File: src/rtl/pcp_pkg.sv
package pcp_pkg;
    localparam int          PCP_CNT_W          = 16;
    localparam logic [11:0] PCP_OFF_CTRL       = 12'h000;
    localparam logic [11:0] PCP_OFF_MASTER_CMP = 12'h004;
    localparam logic [11:0] PCP_OFF_SLAVE_CMP  = 12'h008;
    localparam logic [11:0] PCP_OFF_MASTER_CNT = 12'h00c;
    localparam logic [11:0] PCP_OFF_SLAVE_CNT  = 12'h010;
    localparam logic [11:0] PCP_OFF_IRQ_STAT   = 12'h014;
    localparam logic [11:0] PCP_OFF_IRQ_EN     = 12'h018;
    localparam logic [11:0] PCP_OFF_IRQ_CLR    = 12'h01c;
    localparam int          PCP_CTRL_START_BIT = 0;
    localparam int          PCP_CTRL_STOP_BIT  = 1;
    localparam int          PCP_CTRL_RUN_BIT   = 0;
    localparam int          PCP_CTRL_PAIR_LSB  = 4;
    localparam int          PCP_IRQ_PERIOD_BIT = 0;
    localparam int          PCP_IRQ_END_BIT    = 1;
    localparam logic [15:0] PCP_CMP_RST        = 16'h0000;
    localparam logic [1:0]  PCP_PAIR_RST       = 2'h0;
    typedef enum logic [1:0] {PCP_IDLE, PCP_RUN} pcp_state_t;
endpackage

File: src/rtl/pcp_chan_if.sv
interface pcp_chan_if #(parameter int W = 16);
    logic         load;
    logic [W-1:0] load_val;
    logic         run;
    logic         zero;
    logic [W-1:0] count;
    modport ctl (output load, output load_val, output run, input zero, input count);
    modport cnt (input load, input load_val, input run, output zero, output count);
endinterface

File: src/rtl/pcp_down_counter.sv
module pcp_down_counter #(
    parameter int W = 16
) (
    input  wire logic pclk,
    input  wire logic presetn,
    pcp_chan_if.cnt   ch
);
    logic [W-1:0] count_reg;
    logic [W-1:0] count_next;
    logic         is_zero;

    // hold unless running and nonzero; a load always wins
    assign is_zero    = (count_reg == '0);
    assign count_next = ch.load ? ch.load_val :
                        (ch.run && !is_zero) ? count_reg - 1'b1 : count_reg;
    assign ch.zero    = is_zero;
    assign ch.count   = count_reg;

    always_ff @(posedge pclk or negedge presetn) begin
        if (!presetn) begin
            count_reg <= '0;
        end else begin
            count_reg <= count_next;
        end
    end
endmodule // pcp_down_counter

File: src/rtl/pcp_pwm.sv
// Chosen here: the placing of the registers and register access over APB.
module pcp_pwm #(
    parameter int W = pcp_pkg::PCP_CNT_W
) (
    input  wire logic        pclk,
    input  wire logic        presetn,
    input  wire logic        psel,
    input  wire logic        penable,
    input  wire logic        pwrite,
    input  wire logic [11:0] paddr,
    input  wire logic [31:0] pwdata,
    output logic [31:0]      prdata,
    output logic             pready,
    output logic             pslverr,
    output logic             master_period_irq,
    output logic [2:0]       slave_timer_output,
    output logic             irq
);
    pcp_chan_if #(.W(W)) mch ();
    pcp_chan_if #(.W(W)) sch ();

    pcp_down_counter #(.W(W)) u_master (.pclk(pclk), .presetn(presetn), .ch(mch));
    pcp_down_counter #(.W(W)) u_slave  (.pclk(pclk), .presetn(presetn), .ch(sch));

    ////////////////////////////////////////////////////////////////
    // registers
    logic [W-1:0]         master_compare_value_reg;
    logic [W-1:0]         slave_compare_value_reg;
    pcp_pkg::pcp_state_t  state_reg;
    pcp_pkg::pcp_state_t  state_next;
    logic [1:0]           pair_reg;
    logic [1:0]           irq_stat_reg;
    logic [1:0]           irq_en_reg;
    logic                 out_reg;
    logic                 out_next;
    logic                 slave_busy_reg;
    logic                 slave_full_reg;
    logic                 period_pulse_reg;
    logic [31:0]          prdata_reg;
    logic                 pready_reg;
    logic                 pslverr_reg;
    logic [2:0]           pin_reg;
    logic                 irq_reg;

    ////////////////////////////////////////////////////////////////
    // bus decode
    logic       wr_en;
    logic       rd_en;
    logic       hit_ctrl;
    logic       hit_mcmp;
    logic       hit_scmp;
    logic       hit_mcnt;
    logic       hit_scnt;
    logic       hit_stat;
    logic       hit_en;
    logic       hit_clr;
    logic       hit_any;
    logic       start_wr;
    logic       stop_wr;
    logic       running;
    logic       period_evt;
    logic       slave_done;
    logic [1:0] irq_set;
    logic [1:0] irq_clr;
    logic [31:0] rd_mux;

    // writes commit in the access phase with pready high; reads latch prdata in the setup phase
    assign wr_en    = psel && penable && pwrite && pready_reg;
    assign rd_en    = psel && !penable && !pwrite;
    assign hit_ctrl = (paddr == pcp_pkg::PCP_OFF_CTRL);
    assign hit_mcmp = (paddr == pcp_pkg::PCP_OFF_MASTER_CMP);
    assign hit_scmp = (paddr == pcp_pkg::PCP_OFF_SLAVE_CMP);
    assign hit_mcnt = (paddr == pcp_pkg::PCP_OFF_MASTER_CNT);
    assign hit_scnt = (paddr == pcp_pkg::PCP_OFF_SLAVE_CNT);
    assign hit_stat = (paddr == pcp_pkg::PCP_OFF_IRQ_STAT);
    assign hit_en   = (paddr == pcp_pkg::PCP_OFF_IRQ_EN);
    assign hit_clr  = (paddr == pcp_pkg::PCP_OFF_IRQ_CLR);
    assign hit_any  = hit_ctrl | hit_mcmp | hit_scmp | hit_mcnt | hit_scnt
                    | hit_stat | hit_en | hit_clr;

    assign start_wr = wr_en && hit_ctrl && pwdata[pcp_pkg::PCP_CTRL_START_BIT];
    assign stop_wr  = wr_en && hit_ctrl && pwdata[pcp_pkg::PCP_CTRL_STOP_BIT];
    assign running  = (state_reg == pcp_pkg::PCP_RUN);

    always_comb begin
        if (hit_ctrl) begin
            rd_mux = {26'h0, pair_reg, 3'h0, running};
        end else if (hit_mcmp) begin
            rd_mux = {16'h0, master_compare_value_reg};
        end else if (hit_scmp) begin
            rd_mux = {16'h0, slave_compare_value_reg};
        end else if (hit_mcnt) begin
            rd_mux = {16'h0, mch.count};
        end else if (hit_scnt) begin
            rd_mux = {16'h0, sch.count};
        end else if (hit_stat) begin
            rd_mux = {30'h0, irq_stat_reg};
        end else if (hit_en) begin
            rd_mux = {30'h0, irq_en_reg};
        end else begin
            rd_mux = 32'h0;
        end
    end

    ////////////////////////////////////////////////////////////////
    // timer sequencing
    // the start write itself is a period boundary
    assign period_evt = start_wr || (running && mch.zero);
    assign slave_done = slave_busy_reg && sch.zero && !period_evt;

    always_comb begin
        state_next = state_reg;
        case (state_reg)
            pcp_pkg::PCP_IDLE: begin
                if (start_wr && !stop_wr) begin
                    state_next = pcp_pkg::PCP_RUN;
                end
            end
            pcp_pkg::PCP_RUN: begin
                if (stop_wr) begin
                    state_next = pcp_pkg::PCP_IDLE;
                end
            end
            default: state_next = pcp_pkg::PCP_IDLE;
        endcase
    end

    // compares move into counters only at a period boundary
    assign mch.load     = period_evt;
    assign mch.load_val = master_compare_value_reg;
    assign mch.run      = running;
    assign sch.load     = period_evt;
    assign sch.load_val = slave_compare_value_reg;
    assign sch.run      = running && slave_busy_reg;

    // output rises the count after the boundary, falls at slave zero
    always_comb begin
        out_next = out_reg;
        if (!running || stop_wr) begin
            out_next = 1'b0;
        end else if (period_pulse_reg) begin
            out_next = (sch.count != '0) || slave_full_reg;
        end else if (sch.zero && !slave_full_reg) begin
            out_next = 1'b0;
        end
    end

    assign irq_set = {slave_done, period_evt};
    assign irq_clr = (wr_en && hit_clr) ? pwdata[1:0] : 2'h0;

    ////////////////////////////////////////////////////////////////
    // state
    always_ff @(posedge pclk or negedge presetn) begin
        if (!presetn) begin
            state_reg      <= pcp_pkg::PCP_IDLE;
            out_reg        <= 1'b0;
            slave_busy_reg <= 1'b0;
            slave_full_reg <= 1'b0;
        end else begin
            state_reg      <= state_next;
            out_reg        <= out_next;
            slave_busy_reg <= period_evt ? 1'b1 : (slave_done ? 1'b0 : slave_busy_reg);
            // a slave value beyond the period keeps the pin high all period
            // one spare bit so a full-scale master compare cannot wrap to zero
            slave_full_reg <= period_evt ?
                ({1'b0, slave_compare_value_reg} >=
                 ({1'b0, master_compare_value_reg} + (W+1)'(1))) :
                slave_full_reg;
        end
    end

    always_ff @(posedge pclk or negedge presetn) begin
        if (!presetn) begin
            master_compare_value_reg <= pcp_pkg::PCP_CMP_RST;
            slave_compare_value_reg  <= pcp_pkg::PCP_CMP_RST;
            pair_reg                 <= pcp_pkg::PCP_PAIR_RST;
            irq_en_reg               <= 2'h0;
            irq_stat_reg             <= 2'h0;
        end else begin
            if (wr_en && hit_mcmp) begin
                master_compare_value_reg <= pwdata[W-1:0];
            end
            if (wr_en && hit_scmp) begin
                slave_compare_value_reg <= pwdata[W-1:0];
            end
            // pair 3 is no legal pair; 0,1,2 mean master 0,2,4
            if (wr_en && hit_ctrl && !running && pwdata[5:4] != 2'h3) begin
                pair_reg <= pwdata[5:4];
            end
            if (wr_en && hit_en) begin
                irq_en_reg <= pwdata[1:0];
            end
            // set wins over clear
            irq_stat_reg <= (irq_stat_reg & ~irq_clr) | irq_set;
        end
    end

    ////////////////////////////////////////////////////////////////
    // outputs
    always_ff @(posedge pclk or negedge presetn) begin
        if (!presetn) begin
            period_pulse_reg    <= 1'b0;
            prdata_reg          <= 32'h0;
            pready_reg          <= 1'b0;
            pslverr_reg         <= 1'b0;
            pin_reg             <= 3'h0;
            irq_reg             <= 1'b0;
        end else begin
            period_pulse_reg    <= period_evt;
            // no wait state: pready rises in the first access cycle
            pready_reg          <= psel && !penable;
            pslverr_reg         <= psel && !penable && !hit_any;
            if (rd_en) begin
                prdata_reg <= rd_mux;
            end
            pin_reg             <= 3'h0;
            pin_reg[pair_reg]   <= out_next;
            irq_reg             <= |(((irq_stat_reg & ~irq_clr) | irq_set) & irq_en_reg);
        end
    end

    assign prdata             = prdata_reg;
    assign pready             = pready_reg;
    assign pslverr            = pslverr_reg;
    assign master_period_irq  = period_pulse_reg;
    assign slave_timer_output = pin_reg;
    assign irq                = irq_reg;
endmodule // pcp_pwm

File: config.mk
export PLATFORM = sky130hd
export DESIGN_NAME = pcp_pwm
export DESIGN_NICKNAME = d
export VERILOG_FILES = /design/src/rtl/pcp_pkg.sv /design/src/rtl/pcp_chan_if.sv /design/src/rtl/pcp_down_counter.sv /design/src/rtl/pcp_pwm.sv
export SDC_FILE = /design/constraint.sdc
export NUM_CORES = 1
export LEC_CHECK = 0
export ABC_AREA = 0
export BUFFER_PORTS_ARGS = -buffer_cell sky130_fd_sc_hd__buf_2
export CAP_MARGIN = 0
export CORE_MARGIN = 2
export CORE_UTILIZATION = 34
export DETAILED_ROUTE_END_ITERATION = 12
export GPL_TIMING_DRIVEN = 0
export PLACE_DENSITY_LB_ADDON = 0.08
export SYNTH_ARGS = -nofsm -noshare
export SYNTH_HDL_FRONTEND = slang
export SYNTH_HIERARCHICAL = 1
export SYNTH_SLANG_ARGS = --single-unit
File: constraint.sdc
create_clock -name pclk -period 5.4 [get_ports pclk]
set_input_delay 1.62 -clock pclk [delete_from_list [all_inputs] [get_ports pclk]]
set_output_delay 1.62 -clock pclk [all_outputs]
set_load 0.1 [all_outputs]
==> results.py, run 1 <==
metrics = {
    "worst_setup_path": {
        "cp_max_fo": 10,
        "cp.arrival_ns": 4.40,
        "end_kind": "flop",
        "path_class": "reg -> reg",
        "start_kind": "flop",
        "cp_data_required_time_ns": 5.62,
    },
    "layout": {
        "antennaDiodeCount": 0,
        "area_delta_synth_final_pct": 16.1,
        "finish.utilization_pct": 39.9,
        "nets": 758,
        "drive_gt1_share_pct": 22.3,
        "final_cells": 920,
        "final_area_um2": 6810,
    },
    "timing": {
        "rsz0062_at_grt": "no",
        "hold_viol": 0,
        "slew_violations": 0,
        "setup_viol": 0,
        "fmax_mhz": 239,
        "maxSlewHeadroom_pct": 16.0,
        "skew_ns": 0.00614,
        "worst_slack_ns": 1.22,
        "worst_pin_slew_ns": 1.25,
        "min_period_ns": 4.18,
        "setup_tns_ns": 0,
        "timing.hold.ws_ns": 0.478,
        "post-route-period-util_pct": 77.4,
    },
    "route": {
        "wire_per_inst_um": 19.7,
        "num_vias": 5223,
        "routed_via_density": 5.68,
        "ant_nets": 0,
        "drtIter0Drc": 310,
        "drt_pre_antenna_iters": 5,
        "drc_errors": 0,
        "wl_um": 18100,
    },
    "grt": {
        "grt_use_met2_pct": 32.6,
        "grt_max_degree": 69,
        "grt_pass1_wl_um": 28500,
        "grt_pass1_vias": 4970,
        "gr-max-usage-layer": "met2",
        "antenna_found_initial": 0,
        "overflow": 0,
        "track_usage_pct": 20.5,
        "grt_util_met3_pct": 2.54,
        "grt_use_met1_pct": 29.4,
    },
    "power_and_ir_drop": {
        "p_total_mw": 1.83,
        "max-vdd-ir-drop_v": 0.000166,
        "power_density_nw_per_um2": 268,
        "p_leak_nw": 2.95,
    },
    "hold_path": {
        "hold_path.class": "reg -> reg",
    },
    "clock_network": {
        "cts_buffers": 9,
        "htreeDepth": 3,
        "clock_sinks": 97,
        "clk_pin_slew_ns": 0.07,
        "cts_root_buf": "clkbuf_16",
        "clock_latency_ns": 0.35,
        "tritoncts": "built",
        "cts_resized": 0,
        "cts_setup_buffers": 0,
        "cts.path.max_buffers": 2,
        "cts_hold_buf": 0,
    },
    "synth": {
        "ys_ff_latch": 97,
        "synth_warnings": 6,
        "netlist.area_leader.share_pct": 41.4,
        "postSynthCellCount": 608,
        "netlist_top_cells_area": "dfrtp_1 41%, mux2_2 6.3%, ha_1 4.1%, nand2_1 3.3%, nor2_1 2.7%",
        "synth_top_cells_by_count": "97 x dfrtp_1, 51 x nand2_1, 42 x nor2_1, 33 x mux2_2, 27 x o21ai_0",
        "postSynthAreaPerCell_um2": 9.65,
        "synth_seq_area_share_pct": 41.4,
        "synth.most_common_cell": "dfrtp_1",
        "ys_types": 73,
        "yosysTopAreaCell": "dfrtp_1",
        "synth-edff-count": 0,
        "ys.flop_type": "dfrtp_1",
        "synth_area_um2": 5870,
        "async_reset_ff_share_pct": 100,
    },
    "placed_design": {
        "dp_slack_ns": 1.08,
        "gp_congestion": 0.890,
        "place_inst": 904,
        "hpwl_um": 14000,
        "io_buffers": 55,
        "place_area_um2": 6510,
    },
    "floorplanning": {
        "core_um2": 17100,
        "start_util_pct": 34.4,
        "dieArea_um2": 18300,
        "die_x_um": 135,
        "die_h_um": 135,
        "rows": 48,
        "num_io_pins": 88,
    },
    "outcome": {
        "status": "complete, no violations",
    },
    "run": {
        "maxCapViolCount": 0,
    },
}
-- routing by layer --
metal	wire length [um]	vias up	part of all wire, %
met5	0	-	0
met4	263	0	1.5
met3	888	19	4.9
met2	8380	147	46
met1	8570	2611	47
li1	-	2446	-
-- cell usage in the layout (no fill, tap or decap), types with 15 or more instances in the layout --
cell | synthesis | final
clkbuf_1 | 18 | 18
or4_1 | 15 | 15
mux2_2 | 33 | 33
o221ai_1 | 15 | 15
inv_1 | 23 | 23
o21ai_0 | 27 | 27
conb_1 | 1 | 16
ha_1 | 19 | 19
buf_4 | 17 | 18
a21oi_1 | 18 | 18
a31oi_1 | 19 | 19
buf_2 | 8 | 62
nand3_1 | 24 | 24
dfrtp_1 | 97 | 97
nand2_1 | 51 | 51
nor2_1 | 42 | 42
-- power breakdown --
group	switching, mW	leakage (nW)	total [mW]	internal (mW)
Sequential	0.0855	1.22	0.857	0.771
Clock	0.306	0.144	0.670	0.364
Combinational	0.199	1.59	0.300	0.101
-- worst paths after layout --
kind,from,endpoint,slack (ns),cells after the start
worst max register to register,u_master/ch.count[7],u_master/ch.count[2],1.22,12
min in group asynchronous,presetn,pslverr,1.20,1
worst min register to register,prdata[6],prdata[6],0.48,2
max in group asynchronous,presetn,master_compare_value_reg[0],3.51,2
worst min-delay path,prdata[6],prdata[6],0.48,2
worst max-delay path,u_master/ch.count[7],u_master/ch.count[2],1.22,12
-- layout make-up --
class                   instances  area (um2)
inverters                      24        90.1
flip-flops and latches         97        2430
repair buffers                 56         305
clock inverters                 7        78.8
multi-input cells             456        3140
well taps                     225         282
clock buffers                   9         225
fillers                      1751       10200
plain buffers                  46         269
-- critical path, stage by stage (launching register included) --
cell and delay, ns:
dfrtp_1 0.49, or3_1 0.40, clkbuf_1 0.19, or4_1 0.48, buf_2 0.18, nor2_1 0.48, a32oi_2 0.23, inv_1 0.41
clkbuf_1 0.42, inv_1 0.13, clkbuf_1 0.28, a31oi_1 0.25, o41ai_1 0.10
-- logic make-up after synthesis --
logic type,Yosys count,synth area share [%]
other,1,0.0639
multiplexers,36,6.85
buffers and inverters,70,6.12
adder cells (fa/ha/maj),19,4.05
flip-flops,97,41.4
XOR/XNOR,16,2.39
AO/OA/AOI/OAI,143,17.5
AND/OR/NAND/NOR,226,21.6
Note: power is estimated with default switching activity, not from simulation.
==> inputs of run 2 (changes only) <==
==> constraint.sdc (replaced) <==
create_clock -name pclk -period 3.45 [get_ports pclk]
set_input_delay 1.035 -clock pclk [delete_from_list [all_inputs] [get_ports pclk]]
set_output_delay 1.035 -clock pclk [all_outputs]
set_load 0.1 [all_outputs]
==> run 2 against run 1 <==
  * Sequential power grew 56%
  * Register-to-register slack lost 1.0 ns
  * Combinational power grew 56%
  * Clock power grew 57%
  * Worst hold slack lost 0.0021 ns
  * Critical endpoint is now u_slave/ch.count[13]
  * Global-route usage is essentially flat
  * Non-clock buffer count shrank 1
  * Utilization grew 0.051 points
  * First-iteration DRC count shrank 0.97%
  * Wire length shrank 0.33%
  * Critical path depth shrank 1
==> results.py, run 2 (synthesis results as in run 1) <==
metrics = {
    "worst_setup_path": {
        "r2r_slack_ns": 0.20,
        "start_kind": "flop",
        "cp.arrival_ns": 3.46,
        "path_class": "reg -> reg",
        "end_kind": "flop",
        "cp_max_fo": 18,
        "cp_data_required_time_ns": 3.66,
        "r2r.worst_path.cells": 11,
    },
    "route": {
        "wire_per_inst_um": 19.6,
        "drtIter0Drc": 307,
        "wl_um": 18000,
        "drc_errors": 0,
        "drt_pre_antenna_iters": 5,
        "num_vias": 5179,
        "ant_nets": 0,
        "routed_via_density": 5.64,
    },
    "floorplanning": {
        "dieArea_um2": 18300,
        "core_um2": 17100,
        "start_util_pct": 34.4,
        "die_h_um": 135,
        "rows": 48,
        "num_io_pins": 88,
        "die_x_um": 135,
    },
    "power_and_ir_drop": {
        "power_density_nw_per_um2": 419,
        "max-vdd-ir-drop_v": 0.000260,
        "p_total_mw": 2.86,
        "p_leak_nw": 2.95,
    },
    "clock_network": {
        "cts_root_buf": "clkbuf_16",
        "cts_resized": 6,
        "cts_hold_buf": 0,
        "cts.path.max_buffers": 2,
        "clk_pin_slew_ns": 0.07,
        "cts_setup_buffers": 0,
        "cts_buffers": 9,
        "htreeDepth": 3,
        "clock_sinks": 97,
        "tritoncts": "built",
        "clock_latency_ns": 0.35,
    },
    "outcome": {
        "status": "complete, no violations",
    },
    "timing": {
        "skew_ns": 0.00588,
        "maxSlewHeadroom_pct": 26.8,
        "setup_viol": 0,
        "rsz0062_at_grt": "no",
        "post-route-period-util_pct": 94.3,
        "min_period_ns": 3.25,
        "hold_viol": 0,
        "worst_slack_ns": 0.196,
        "slew_violations": 0,
        "setup_tns_ns": 0,
        "worst_pin_slew_ns": 1.09,
        "fmax_mhz": 307,
    },
    "layout": {
        "drive_gt1_share_pct": 22.9,
        "layout_common_cells": "97 x dfrtp_1, 62 x buf_2, 51 x nand2_1",
        "antennaDiodeCount": 0,
        "layout_commonest_cell": "dfrtp_1",
        "area_delta_synth_final_pct": 16.3,
        "nets": 757,
    },
    "grt": {
        "grt_pass1_wl_um": 28500,
        "antenna_found_initial": 0,
        "track_usage_pct": 20.5,
        "grt_pass1_vias": 4975,
        "overflow": 0,
        "grt_max_degree": 69,
    },
    "placed_design": {
        "gp_congestion": 0.890,
        "io_buffers": 55,
        "hpwl_um": 14000,
        "dp_slack_ns": -0.698,
    },
    "hold_path": {
        "hold_path.class": "reg -> reg",
        "whs_path_depth": 2,
    },
    "run": {
        "maxCapViolCount": 0,
    },
}
run 2: cell count changes in the layout (fill, tap and decap cells not counted), sizes merged:
cell,delta
clkbuf,-1
run 2: worst paths after layout:
check                                           from                           to
worst max-delay path            u_master/ch.count[7]         u_slave/ch.count[13]
max in group asynchronous                    presetn  master_compare_value_reg[0]
min in group asynchronous                    presetn                      pslverr
worst min register to register             prdata[6]                    prdata[6]
worst max register to register  u_master/ch.count[7]         u_slave/ch.count[13]
worst min-delay path                       prdata[6]                    prdata[6]
run 2: through the flow:
stage	cell area, um2	util (%)	hold WS, ns	cells
6_report	6820	40.0	0.476	919
3_5_place_dp	6510	38.2	0.467	904
4_1_cts	6830	40.0	0.483	920
2_1_floorplan	5920	-	0.463	623
5_1_grt	6820	40.0	0.495	919
3_3_place_gp	6480	38.0	0.465	903
run 2: per-layer routing:
| metal | GRT usage, % | up-vias | wire length, um |
|---|---|---|---|
| met2 | 32.6 | 137 | 8290 |
| met3 | 2.54 | 17 | 829 |
| met5 | 0 | - | 0 |
| met4 | 6.25 | 0 | 252 |
| li1 | - | 2448 | - |
| met1 | 29.4 | 2577 | 8660 |
run 2: final cells by class:
| cell class | instances | area, um2 |
|---|---|---|
| Fill cell | 1745 | 10200 |
| Tap cell | 225 | 282 |
| Clock inverter | 7 | 78.8 |
| Timing Repair Buffer | 56 | 305 |
| Inverter | 24 | 92.6 |
| Multi-Input combinational cell | 456 | 3140 |
| Buffer | 45 | 268 |
| Sequential cell | 97 | 2430 |
| Clock buffer | 9 | 225 |
run 2: power breakdown:
part,internal [mW],switching [mW],total (mW)
Sequential,1.21,0.134,1.34
Combinational,0.159,0.311,0.469
Clock,0.570,0.480,1.05
run 2: worst max-delay path, stage by stage (launching register included):
cell	delay (ns)
dfrtp_1	0.49
or3_1	0.40
clkbuf_1	0.19
or4_1	0.48
buf_2	0.18
nor2_4	0.22
a32oi_2	0.18
inv_4	0.27
inv_2	0.16
clkbuf_1	0.28
nor2_1	0.17
a31oi_1	0.05
